==> src/rtl/imp_pkg.sv <==
package imp_pkg;

    // Clock source select encodings.
    localparam logic [1:0] IMP_SEL_INTERNAL  = 2'h3;
    localparam logic [1:0] IMP_SEL_SECONDARY = 2'h1;
    localparam logic [1:0] IMP_SEL_PRIMARY   = 2'h2;

    // Register offsets of the plain register port.
    localparam logic [3:0] IMP_OFS_CTRL   = 4'h0;
    localparam logic [3:0] IMP_OFS_STATUS = 4'h1;
    localparam logic [3:0] IMP_OFS_IRQCTL = 4'h2;
    localparam logic [3:0] IMP_OFS_PIE    = 4'h3;

    // Control and interrupt control register fields.
    localparam int IMP_CTRL_IDLE_BIT = 7;
    localparam int IMP_CTRL_SEL_LSB  = 0;
    localparam int IMP_CTRL_T1EN_BIT = 2;
    localparam int IMP_CTRL_WDTE_BIT = 3;
    localparam int IMP_CTRL_FSCM_BIT = 4;
    localparam int IMP_IRQ_GIE_BIT   = 7;

    // Reset values.
    localparam logic [1:0] IMP_SEL_RST  = 2'h2;
    localparam logic [7:0] IMP_IRQ_RST  = 8'h00;
    localparam logic [7:0] IMP_PIE_RST  = 8'h00;

    // Wake delay as printed, in ns, and derived cycle count at 200 MHz.
    localparam int IMP_CLK_PERIOD_PS = 5000;
    localparam int IMP_WAKE_DELAY_NS = 200;
    localparam int IMP_WAKE_CYCLES   = (IMP_WAKE_DELAY_NS * 1000 + IMP_CLK_PERIOD_PS - 1)
                                       / IMP_CLK_PERIOD_PS;

    // Watchdog defaults.
    localparam int IMP_WDT_WIDTH = 16;

    typedef enum {
        IMP_RUN,
        IMP_IDLE,
        IMP_SLEEP,
        IMP_WAIT_OSC,
        IMP_WAKE
    } imp_mode_t;

    typedef struct packed {
        logic       cpu_clk_en;
        logic       periph_clk_en;
        logic       pri_osc_en;
        logic       sec_osc_run;
        logic       int_osc_run;
        logic [1:0] cpu_src;
    } imp_clk_t;

endpackage : imp_pkg

==> src/rtl/imp_power_manager.sv <==
`timescale 1ns/10ps
`default_nettype none

// Functional notes
// RQ1 - Idle sleep stops CPU, peripherals keep source
// RQ2 - Idle entry keeps status flags unchanged
// RQ3 - Internal and secondary oscillators keep running
// RQ4 - Idle exits only interrupt, watchdog, reset
// RQ5 - Fixed wake delay before execution resumes
// RQ6 - CPU wakes on Idle peripheral source
// RQ7 - Wake never alters idle or select bits
// RQ8 - Watchdog timeout in low power wakes
// RQ9 - Software sets select before primary idle
// RQ10 - Primary idle keeps primary clock, flag
// RQ11 - Secondary switch stops primary, sets flags
// RQ12 - Secondary wake keeps secondary oscillator running
// RQ13 - Secondary idle ignored if oscillator disabled
// RQ14 - Peripheral clocks wait for secondary start
// RQ15 - Internal switch stops primary, clears flag
// RQ16 - Internal oscillator stays for watchdog, monitor
// RQ17 - Enabled interrupt flag starts exit
// RQ18 - Branch to vector only when enabled
// RQ19 - Watchdog timeout while running resets
// RQ20 - Watchdog cleared by sleep, clear, loss
// RQ21 - Reset exit runs from internal oscillator
// RQ22 - Select decode 11 internal, 01 secondary
// RQ23 - Flags mirror which source clocks device
// RQ24 - Sleep with idle clear stops all
// RQ25 - Wake delay counter gates CPU enable
module imp_power_manager
    import imp_pkg::*;
#(
    parameter int WAKE_CYCLES = IMP_WAKE_CYCLES,
    parameter int WDT_WIDTH   = IMP_WDT_WIDTH
) (
    input  wire logic        mclk,
    input  wire logic        arst_n,
    input  wire logic [3:0]  reg_addr,
    input  wire logic [7:0]  reg_wdata,
    input  wire logic        reg_wr,
    input  wire logic        reg_rd,
    output var  logic [7:0]  reg_rdata,
    input  wire logic        sleep_instr,
    input  wire logic        wdt_clear_instr,
    input  wire logic [7:0]  irq_flags,
    input  wire logic        sec_osc_ready,
    input  wire logic        clk_src_lost,
    input  wire logic [WDT_WIDTH-1:0] wdt_limit,
    output var  logic        cpu_clk_en,
    output var  logic        periph_clk_en,
    output var  logic        pri_osc_en,
    output var  logic        sec_osc_run,
    output var  logic        int_osc_run,
    output var  logic [1:0]  cpu_src,
    output var  logic        cpu_resume,
    output var  logic        branch_vector,
    output var  logic        wdt_reset,
    output var  logic        primary_clock_active_flag,
    output var  logic        secondary_clock_active_flag
);

    typedef struct packed {
        imp_mode_t              mode;
        logic                   idle_on_sleep;
        logic [1:0]             sys_clock_select;
        logic                   secondary_osc_enable;
        logic                   wdt_enable;
        logic                   fscm_enable;
        logic [7:0]             irq_control_reg;
        logic [7:0]             periph_irq_enable_regs;
        logic                   pri_flag;
        logic                   sec_flag;
        logic [1:0]             src;
        logic [15:0]            wake_cnt;
        logic                   wake_irq;
        logic [WDT_WIDTH-1:0]   wdt_cnt;
        logic [7:0]             rdata;
        imp_clk_t               clk;
        logic                   resume;
        logic                   branch;
        logic                   wdt_rst;
    } imp_state_t;

    logic [2:0]  ready_sync_r;
    logic [2:0]  lost_sync_r;
    logic        ready_q_r;
    logic        lost_q_r;
    logic [1:0]  rst_sync_r;
    logic        rst_n;
    imp_state_t  st_r;
    imp_state_t  st_nxt;
    logic        irq_wake;
    logic        wdt_timeout;

    // Reset release through two flip-flops.
    always_ff @(posedge mclk or negedge arst_n) begin
        if (!arst_n) begin
            rst_sync_r <= 2'h0;
        end else begin
            rst_sync_r <= {rst_sync_r[0], 1'b1};
        end
    end
    assign rst_n = rst_sync_r[1];

    // Asynchronous oscillator status pins: a change counts once stages two and three agree.
    always_ff @(posedge mclk or negedge rst_n) begin
        if (!rst_n) begin
            ready_sync_r <= 3'h0;
            lost_sync_r  <= 3'h0;
            ready_q_r    <= 1'b0;
            lost_q_r     <= 1'b0;
        end else begin
            ready_sync_r <= {ready_sync_r[1:0], sec_osc_ready};
            lost_sync_r  <= {lost_sync_r[1:0], clk_src_lost};
            if (ready_sync_r[1] == ready_sync_r[2]) begin
                ready_q_r <= ready_sync_r[2];
            end
            if (lost_sync_r[1] == lost_sync_r[2]) begin
                lost_q_r <= lost_sync_r[2];
            end
        end
    end

    // Only enabled sources wake; bit 7 of the interrupt control register is the global enable.
    assign irq_wake = |(irq_flags & {1'b0, st_r.irq_control_reg[6:0]})
                      | |(irq_flags & st_r.periph_irq_enable_regs); // RQ17
    assign wdt_timeout = st_r.wdt_enable && (st_r.wdt_cnt >= wdt_limit);

    always_comb begin
        st_nxt        = st_r;
        st_nxt.resume = 1'b0;
        st_nxt.wdt_rst = 1'b0;
        st_nxt.branch = 1'b0;
        st_nxt.rdata  = 8'h00;

        // Register port; the power manager never writes these on wake.
        if (reg_wr) begin // RQ7
            case (reg_addr)
                IMP_OFS_CTRL: begin
                    st_nxt.idle_on_sleep        = reg_wdata[IMP_CTRL_IDLE_BIT];
                    st_nxt.sys_clock_select     = reg_wdata[IMP_CTRL_SEL_LSB +: 2];
                    st_nxt.secondary_osc_enable = reg_wdata[IMP_CTRL_T1EN_BIT];
                    st_nxt.wdt_enable           = reg_wdata[IMP_CTRL_WDTE_BIT];
                    st_nxt.fscm_enable          = reg_wdata[IMP_CTRL_FSCM_BIT];
                end
                IMP_OFS_IRQCTL: st_nxt.irq_control_reg        = reg_wdata;
                IMP_OFS_PIE:    st_nxt.periph_irq_enable_regs = reg_wdata;
                default: ;
            endcase
        end
        if (reg_rd) begin
            case (reg_addr)
                IMP_OFS_CTRL: st_nxt.rdata = {st_r.idle_on_sleep, 2'h0, st_r.fscm_enable,
                                              st_r.wdt_enable, st_r.secondary_osc_enable,
                                              st_r.sys_clock_select};
                IMP_OFS_STATUS: st_nxt.rdata = {4'h0, st_r.pri_flag, 1'b0,
                                                st_r.sec_flag, st_r.clk.cpu_clk_en};
                IMP_OFS_IRQCTL: st_nxt.rdata = st_r.irq_control_reg;
                IMP_OFS_PIE:    st_nxt.rdata = st_r.periph_irq_enable_regs;
                default:        st_nxt.rdata = 8'h00;
            endcase
        end

        // Watchdog counter.
        if (st_r.wdt_enable) begin
            st_nxt.wdt_cnt = st_r.wdt_cnt + 1'b1;
        end
        if (sleep_instr || wdt_clear_instr || (st_r.fscm_enable && lost_q_r)) begin
            st_nxt.wdt_cnt = '0; // RQ20
        end

        case (st_r.mode)
            IMP_RUN: begin
                // Run mode follows the select bits.
                st_nxt.src = (st_r.sys_clock_select == IMP_SEL_PRIMARY)   ? IMP_SEL_PRIMARY :
                             (st_r.sys_clock_select == IMP_SEL_SECONDARY) ? IMP_SEL_SECONDARY :
                             IMP_SEL_INTERNAL; // RQ22
                if (wdt_timeout) begin
                    st_nxt.wdt_rst = 1'b1; // RQ19
                    st_nxt.wdt_cnt = '0;
                end else if (sleep_instr) begin
                    if (!st_r.idle_on_sleep) begin
                        st_nxt.mode           = IMP_SLEEP; // RQ24
                        st_nxt.clk.cpu_clk_en = 1'b0;
                        st_nxt.clk.periph_clk_en = 1'b0;
                        st_nxt.pri_flag       = 1'b0;
                        st_nxt.sec_flag       = 1'b0;
                    end else if (st_r.sys_clock_select == IMP_SEL_SECONDARY
                                 && !st_r.secondary_osc_enable) begin
                        st_nxt.mode = IMP_RUN; // RQ13
                    end else begin
                        // Flags only change if the source really switches.
                        st_nxt.clk.cpu_clk_en = 1'b0; // RQ1 RQ2
                        if (st_nxt.src == IMP_SEL_SECONDARY && !ready_q_r) begin
                            st_nxt.mode = IMP_WAIT_OSC; // RQ14
                            st_nxt.clk.periph_clk_en = 1'b0;
                        end else begin
                            st_nxt.mode = IMP_IDLE;
                        end
                    end
                end
            end
            IMP_WAIT_OSC: begin
                if (ready_q_r) begin
                    st_nxt.mode = IMP_IDLE; // RQ14
                    st_nxt.clk.periph_clk_en = 1'b1;
                end else if (irq_wake || wdt_timeout) begin
                    st_nxt.mode = IMP_IDLE;
                end
            end
            IMP_IDLE, IMP_SLEEP: begin
                // Only interrupt or watchdog time-out leave; reset is the async path.
                if (irq_wake || wdt_timeout) begin // RQ4 RQ8
                    st_nxt.mode     = IMP_WAKE;
                    st_nxt.wake_cnt = 16'(WAKE_CYCLES); // RQ25
                    st_nxt.wake_irq = irq_wake && !wdt_timeout;
                    st_nxt.wdt_cnt  = '0;
                    st_nxt.clk.periph_clk_en = 1'b1;
                    if (st_r.mode == IMP_SLEEP) begin
                        st_nxt.src = (st_r.sys_clock_select == IMP_SEL_PRIMARY)   ? IMP_SEL_PRIMARY :
                                     (st_r.sys_clock_select == IMP_SEL_SECONDARY) ? IMP_SEL_SECONDARY :
                                     IMP_SEL_INTERNAL; // RQ8
                    end
                end
            end
            IMP_WAKE: begin
                // The CPU source stays that of the idle mode.
                if (st_r.wake_cnt > 16'h0001) begin
                    st_nxt.wake_cnt = st_r.wake_cnt - 16'h0001; // RQ5
                end else begin
                    st_nxt.mode           = IMP_RUN;
                    st_nxt.wake_cnt       = 16'h0000;
                    st_nxt.clk.cpu_clk_en = 1'b1; // RQ5 RQ6 RQ25
                    st_nxt.resume         = 1'b1;
                    st_nxt.branch = st_r.wake_irq
                                    && st_r.irq_control_reg[IMP_IRQ_GIE_BIT]; // RQ18
                end
            end
            default: st_nxt.mode = IMP_RUN;
        endcase

        // Status flags mirror the source that clocks the device.
        if (st_nxt.mode != IMP_SLEEP && st_nxt.src != st_r.src) begin
            st_nxt.pri_flag = (st_nxt.src == IMP_SEL_PRIMARY);   // RQ11 RQ15 RQ23
            st_nxt.sec_flag = (st_nxt.src == IMP_SEL_SECONDARY); // RQ11
        end
        if (st_r.mode == IMP_SLEEP && st_nxt.mode == IMP_WAKE) begin
            st_nxt.pri_flag = (st_nxt.src == IMP_SEL_PRIMARY);
            st_nxt.sec_flag = (st_nxt.src == IMP_SEL_SECONDARY);
        end

        // Oscillator enables; primary idle keeps the primary running.
        st_nxt.clk.pri_osc_en = (st_nxt.mode != IMP_SLEEP)
                                && (st_nxt.src == IMP_SEL_PRIMARY); // RQ10 RQ11 RQ15
        st_nxt.clk.sec_osc_run = st_nxt.secondary_osc_enable; // RQ3 RQ12
        st_nxt.clk.int_osc_run = st_nxt.wdt_enable || st_nxt.fscm_enable
                                 || ((st_nxt.mode != IMP_SLEEP)
                                     && (st_nxt.src == IMP_SEL_INTERNAL)); // RQ3 RQ16
        st_nxt.clk.cpu_src = st_nxt.src; // RQ6 RQ12 RQ16
    end

    always_ff @(posedge mclk or negedge rst_n) begin
        if (!rst_n) begin
            // Reset exits run from the internal oscillator with the select bits at reset.
            st_r                        <= '0;
            st_r.mode                   <= IMP_RUN;
            st_r.sys_clock_select       <= IMP_SEL_RST;
            st_r.irq_control_reg        <= IMP_IRQ_RST;
            st_r.periph_irq_enable_regs <= IMP_PIE_RST;
            st_r.src                    <= IMP_SEL_INTERNAL; // RQ21
            st_r.clk.cpu_clk_en         <= 1'b1;
            st_r.clk.periph_clk_en      <= 1'b1;
            st_r.clk.int_osc_run        <= 1'b1;
            st_r.clk.cpu_src            <= IMP_SEL_INTERNAL; // RQ21
        end else begin
            st_r <= st_nxt;
        end
    end

    assign reg_rdata                   = st_r.rdata;
    assign cpu_clk_en                  = st_r.clk.cpu_clk_en;
    assign periph_clk_en               = st_r.clk.periph_clk_en;
    assign pri_osc_en                  = st_r.clk.pri_osc_en;
    assign sec_osc_run                 = st_r.clk.sec_osc_run;
    assign int_osc_run                 = st_r.clk.int_osc_run;
    assign cpu_src                     = st_r.clk.cpu_src;
    assign cpu_resume                  = st_r.resume;
    assign branch_vector               = st_r.branch;
    assign wdt_reset                   = st_r.wdt_rst;
    assign primary_clock_active_flag   = st_r.pri_flag;
    assign secondary_clock_active_flag = st_r.sec_flag;

endmodule : imp_power_manager

`default_nettype wire

==> config.mk <==
export PLATFORM = sky130hd
export DESIGN_NAME = imp_power_manager
export DESIGN_NICKNAME = d
export VERILOG_FILES = /design/src/rtl/imp_pkg.sv /design/src/rtl/imp_power_manager.sv
export SDC_FILE = /design/constraint.sdc
export NUM_CORES = 1
export LEC_CHECK = 0
export ABC_AREA = 1
export BUFFER_PORTS_ARGS = -buffer_cell sky130_fd_sc_hd__buf_2
export CAP_MARGIN = 0
export CORE_MARGIN = 8
export CORE_UTILIZATION = 40
export CTS_CLUSTER_DIAMETER = 60
export DETAILED_ROUTE_END_ITERATION = 7
export SLEW_MARGIN = 10
export SYNTH_ARGS = -nofsm -noshare
export SYNTH_HDL_FRONTEND = slang
export SYNTH_SLANG_ARGS = --single-unit
==> constraint.sdc <==
create_clock -name mclk -period 7.4 [get_ports mclk]
set_clock_uncertainty 0.2 [all_clocks]
set_input_delay 0.37 -clock mclk [delete_from_list [all_inputs] [get_ports mclk]]
set_output_delay 0.37 -clock mclk [all_outputs]
set_load 0.005 [all_outputs]
==> results.toml, run 1 <==
[run_status]
status = "finished, final reports clean"

[place]
place_congestion = 0.871
pre_cts_ws_ns = 4.37
post-dp-hpwl_um = 10200
placement.cell_area_sq_um = 6500
io_buffer_count = 63

[synth]
ys_top_cells_by_area = "dfrtp_1 46%, nand2_1 8.6%, inv_1 6.6%"
yosys.area.top_type = "dfrtp_1"
synth_top_cell_area_share = 0.461
synth_flop_cell = "dfrtp_1"
synth.distinct_cells = 51
synth-seq-cells = 116
ys_seq_area_frac = 0.488
synthCells = 703
synth_edf_count = 0
syn_area_sq_um = 5970
yosys_warnings = 0
postSynth.asyncResetShare = 1.00
syn_area_per_cell_sq_um = 8.49

[routing]
firstDrtPassIters = 5
via_per_inst = 4.84
wire_per_inst_um = 13.6
vias = 4835
drt_iter0_drc = 268
drc = 0
detail_route.wirelength_um = 13600
ant_nets = 0

[cells_and_area]
fillerInstances = 1399
regArea_sq_um = 2910
drive_gt1_frac = 0.187
diodes = 0
nets = 864
multi_input_area_sq_um = 2600
syn2layout_area_growth_pct = 19.7
final_area_sq_um = 7140

[die]
die_width_um = 138
die_h_um = 138
placement_rows = 44
ios = 64
start_util = 0.410
design.die.area_sq_um = 19100
core_sq_um = 14500

[clocking]
cts_setup_buffers = 0
cts_made_buffers = 17
tritoncts = "yes"
clk_latency_ns = 0.42
clkTransAtPathRegs_ns = 0.06
clockBufferDepth = 2
clock-sinks = 116
root_buffer = "clkbuf_16"
ctsHtreeMaxLevel = 4

[timing]
rsz0062_at_grt = "false"
period_share = 0.400
setup_viol = 0
fin_tns_setup_ns = 0
slew_headroom = 0.295
fmax_mhz = 338
worst_slew_pin_slew_ns = 1.06
holdWs_ns = 0.0140
hold_viol = 0
min_period_ns = 2.96
slew_viol_final = 0
worst_slack_ns = 4.44

[global_route]
grtUsageTotal = 0.148
overflow = 0
grt_pass1_vias = 4991
grt_pass1_wl_um = 23200
antenna_found_initial = 0
grt_max_degree = 86

[setup_path]
critPathKind = "flip-flop to flip-flop"
arrival_ns = 3.06
startpoint_type = "flip-flop"
crit_fanout = 12
worstSetupEndpointType = "flip-flop"
required_ns = 7.51

[power_and_ir_drop]
irDropWorstVdd_mv = 0.186
p_per_area_nw_per_um2 = 230
leakage_nw = 3.68

[hold_path]
hp-class = "primary input to flip-flop"

[flow_run]
maxCapViolCount = 0
## cells in the mapped netlist, drive strengths merged (2+ instances only)
cell type and number:
nor3b 3, and3 2, ha 19, dfrtp 110, a21oi 18, nand2 148
xnor2 4, a221oi 3, buf 15, o22ai 6, nor4 6, nand3 40
nor2 85, inv 114, maj3 2, o31ai 3, o21ai 45, nor3 25
or2 2, o211ai 3, o2111ai 2, clkbuf 3, nand4 16, dfstp 6
xor2 14, conb 2
## registers in the layout, summed over array words and instances (netlist names)
signal / flops
int_osc_run: 1
lost_sync_r: 3
cpu_clk_en: 1
periph_clk_en: 1
reg_rdata: 8
wdt_reset: 1
cpu_resume: 1
sec_osc_run: 1
pri_osc_en: 1
ready_sync_r: 3
ready_q_r: 1
cpu_src: 2
st_r: 86
secondary_clock_active_flag: 1
primary_clock_active_flag: 1
lost_q_r: 1
branch_vector: 1
rst_sync_r: 2
## layout by cell type (no fill, tap or decap), types with 3 or more instances in the layout
cell / n
a21oi_1: 18
a221oi_1: 3
buf_2: 63
clkbuf_16: 17
clkinv_2: 3
clkinv_4: 4
conb_1: 30
dfrtp_1: 109
dfstp_2: 6
dlygate4sd3_1: 5
ha_1: 19
inv_1: 105
inv_2: 8
inv_6: 3
nand2_1: 137
nand2_2: 8
nand2_4: 3
nand3_1: 35
nand3_2: 5
nand4_1: 14
nor2_1: 76
nor2_2: 7
nor3_1: 23
nor3b_2: 3
nor4_1: 4
o211ai_1: 3
o21ai_0: 39
o21ai_1: 3
o22ai_1: 6
xnor2_1: 4
xor2_1: 14
## layer usage
metal | vias up | GRT usage | part of all wire
met5 | - | 0 | 0
met4 | 0 | 0.0646 | 0.018
met3 | 20 | 0.0432 | 0.049
met2 | 110 | 0.241 | 0.47
met1 | 2275 | 0.177 | 0.46
li1 | 2430 | - | -
## stage by stage
| step | std cells | utilization | power [W] |
|---|---|---|---|
| global placement | 961 | 0.447 | 0.000837 |
| floorplan | 731 | - | 0.000797 |
| global route | 998 | 0.491 | 0.00171 |
| CTS | 998 | 0.491 | 0.00166 |
| finish | 998 | 0.491 | 0.00164 |
| detailed placement | 961 | 0.447 | 0.000843 |
## report_power, final
group          internal (W)  total (W)  switching, W
combinational     0.0000457   0.000123     0.0000773
clock              0.000506   0.000811      0.000304
sequential         0.000677   0.000709     0.0000328
## worst paths after layout
kind                                to          start  depth (start not counted)  slack [ns]
setup / recovery              st_r[33]       st_r[25]                         16        4.44
hold / removal                st_r[61]   reg_wdata[6]                          3        0.01
setup reg to reg              st_r[33]       st_r[25]                         16        4.44
hold reg to reg               st_r[55]  rst_sync_r[1]                          0        0.06
max in group asynchronous  sec_osc_run  rst_sync_r[1]                          1        5.54
min in group asynchronous     st_r[55]  rst_sync_r[1]                          0        0.06
## layout make-up
type | instances | share of cell area
Sequential cell | 116 | 0.408
Multi-Input combinational cell | 482 | 0.364
Clock buffer | 18 | 0.0615
Inverter | 115 | 0.0608
Timing Repair Buffer | 69 | 0.0522
Tap cell | 184 | 0.0322
Clock inverter | 14 | 0.0212
## kinds of logic (layout without fill, tap and decap cells)
| kind of cell | count (synthesis) | count (layout) | share of synthesized area |
|---|---|---|---|
| and+or+nand+nor | 328 | 328 | 0.261 |
| buffers and inverters | 133 | 216 | 0.0940 |
| DFF | 116 | 116 | 0.488 |
| AOI/OAI and AO/OA | 85 | 85 | 0.0860 |
| adders and majority gates | 21 | 21 | 0.0432 |
| xor gates and xnor gates | 18 | 18 | 0.0264 |
| other | 2 | 30 | 0.00126 |
## timing repair
item	CTS	global route
hold buffers	5	0
endpoints found under the hold margin	8	0
gates resized for setup	0	0
## worst max-delay path, stage by stage, from the launching register on
cell	delay (ns)
dfrtp_1	0.42
ha_1	0.32
nand2_1	0.06
inv_1	0.07
nand2_1	0.07
nor2_1	0.12
nor2_1	0.05
nand2_1	0.05
nand2_1	0.04
nand2_1	0.12
nand2_4	0.11
nand2_4	0.13
inv_4	0.07
o31ai_2	0.77
inv_1	0.09
o211ai_1	0.11
inv_1	0.05
(Power assumes the default switching activity.)
==> inputs of run 2 (changes only) <==
==> constraint.sdc (replaced) <==
create_clock -name mclk -period 2.5 [get_ports mclk]
set_clock_uncertainty 0.2 [all_clocks]
set_input_delay 0.125 -clock mclk [delete_from_list [all_inputs] [get_ports mclk]]
set_output_delay 0.125 -clock mclk [all_outputs]
set_load 0.005 [all_outputs]
==> run 2 against run 1 <==
Compared with the run above:
- via count is 4.7% higher
- cell count is 4.8% higher
- die area stayed put
- clock power grew to 3.1 times the previous value
- sequential power grew to 2.9 times the previous value
- critical path depth stayed put
- global-route usage is 0.17 points higher
- sequential share of layout area is 3.5 points lower
- power grew to 3.1 times the previous value
- cell area is 9.5% higher
- register-to-register slack worse by 4.4 ns
- clock-buffer cell count is 1 higher
==> results.toml, run 2 (synthesis gave the netlist of run 1 again) <==
[power_and_ir_drop]
p_per_area_nw_per_um2 = 645
p_int_w = 0.00379
leakage_nw = 3.90
clkPwrFrac = 0.495
p_sw_frac = 0.248
p_sw_w = 0.00125
power_frac_comb = 0.089
irDropWorstVdd_mv = 0.516
p_seq_frac = 0.415

[timing]
slew_viol_final = 0
worst_slack_ns = 0.0306
slew_headroom = 0.613
period_share = 0.988
setup_viol = 0
hold_viol = 0
min_period_ns = 2.47
worst_slew_pin_slew_ns = 0.576
rsz0062_at_grt = "true"
fmax_mhz = 405

[run_status]
status = "finished, final reports clean"

[die]
start_util = 0.410
die_h_um = 138
core_sq_um = 14500
placement_rows = 44
ios = 64
design.die.area_sq_um = 19100
die_width_um = 138

[setup_path]
timing.rr.end = "st_r[48]"
arrival_ns = 2.57
r2r_cells = 16
crit_fanout = 7
required_ns = 2.60
startpoint_type = "flip-flop"
r2r_start = "st_r[25]"
critPathKind = "flip-flop to flip-flop"
r2r_slack_ns = 0.03
worstSetupEndpointType = "flip-flop"

[cells_and_area]
final_cell_mix = "126 x nand2_1, 109 x dfrtp_1, 101 x inv_1, 73 x nor2_1, 63 x buf_2"
nets = 911
largest_reg_flops = 86
drive_gt1_frac = 0.256
syn2layout_area_growth_pct = 31.1
final_common_cell = "nand2_1"
fin_util = 0.538
largest_register = "st_r"

[clocking]
root_buffer = "clkbuf_16"
tritoncts = "yes"
clkTransAtPathRegs_ns = 0.06
cts_made_buffers = 17
clk_latency_ns = 0.42
ctsHtreeMaxLevel = 4
clock-sinks = 116
clockBufferDepth = 2

[global_route]
grt_max_degree = 56
grtUsageTotal = 0.149
overflow = 0
grt_pass1_vias = 5143
antenna_found_initial = 1
grt_pass1_wl_um = 23700

[routing]
firstDrtPassIters = 4
drc = 0
via_per_inst = 4.84
wire_per_inst_um = 13.7
detail_route.wirelength_um = 14400
ant_nets = 0
drt_iter0_drc = 260
vias = 5060

[place]
pre_cts_ws_ns = -0.138
place_congestion = 0.900
post-dp-hpwl_um = 10300
io_buffer_count = 63

[flow_run]
maxCapViolCount = 0

[hold_path]
hp-class = "flip-flop to async pin"
[run 2: cell types whose count changed in the layout (fill, tap and decap cells not counted), moves of 8 or more]
cell           previous run  this run
buf_4                     1        29
dlygate4sd3_1             5        19
ha_1                     19        11
ha_4                      0         8
nand2_1                 137       126
nand2_2                   8        18
[run 2: routing by layer]
layer	global-route usage	share of wire
met3	0.0315	0.038
met5	0	0
met2	0.244	0.49
met1	0.185	0.46
met4	0.0715	0.021
[run 2: stage by stage]
stage | TNS (ns) | cell area (sq um) | total power, W | hold WS, ns | instances
after floorplan | 0 | 6070 | 0.00236 | -0.371 | 731
after CTS | 0 | 7580 | 0.00507 | 0.0325 | 1040
after global placement | -0.465 | 6660 | 0.00249 | -0.289 | 980
after global routing | -1.21 | 7820 | 0.00526 | 0.105 | 1046
final | 0 | 7820 | 0.00504 | 0.0669 | 1046
after detailed placement | -1.54 | 6660 | 0.00251 | -0.286 | 980
[run 2: repair_timing]
| item | 4_1_cts | 5_1_grt |
|---|---|---|
| gates cloned | 1 | 0 |
| endpoints found under the hold margin | 41 | 0 |
| endpoints found under the setup margin | 14 | 22 |
| resized for setup | 9 | 37 |
| pin swaps | 3 | 18 |
| hold buffers | 19 | 0 |
| setup buffers | 8 | 5 |
[run 2: area by class of cell]
type / count / area (sq um)
flip-flops and latches: 116 / 2910
clock inverters: 13 / 173
inverters: 115 / 444
fillers: 1352 / 6710
clock buffers: 19 / 443
repair buffers: 115 / 795
multi-input cells: 483 / 2820
well taps: 184 / 230
diodes: 1 / 2.50
[run 2: power by group through the flow]
stage | Clock [W] | Sequential (W) | Combinational [W]
after floorplan | 0 | 0.00212 | 0.000244
after global placement | 0 | 0.00212 | 0.000372
after detailed placement | 0 | 0.00212 | 0.000386
after CTS | 0.00255 | 0.00209 | 0.000431
after global routing | 0.00264 | 0.00211 | 0.000515
final | 0.00250 | 0.00209 | 0.000451
[run 2: worst max-delay path by stage]
stage | cells past startpoint | startpoint | to
5_1_grt | 18 | st_r[25] | st_r[48]
2_1_floorplan | 21 | st_r[23] | secondary_clock_active_flag
4_1_cts | 22 | st_r[25] | secondary_clock_active_flag
3_5_place_dp | 16 | st_r[25] | st_r[50]
3_3_place_gp | 16 | st_r[25] | st_r[41]
6_report | 16 | st_r[25] | st_r[48]
[run 2: critical path, cell delays in order, from the launching register on]
cell      delay, ns
dfrtp_1        0.41
ha_4           0.25
a21oi_1        0.15
nand2_1        0.08
nor2_1         0.08
nand2_1        0.08
nand2_1        0.08
nand2_2        0.07
nand2_4        0.13
nand2_8        0.09
clkinv_8       0.10
nand2_8        0.06
o21ai_4        0.13
inv_2          0.12
nand3_2        0.09
xor2_1         0.17
nor2_1         0.06
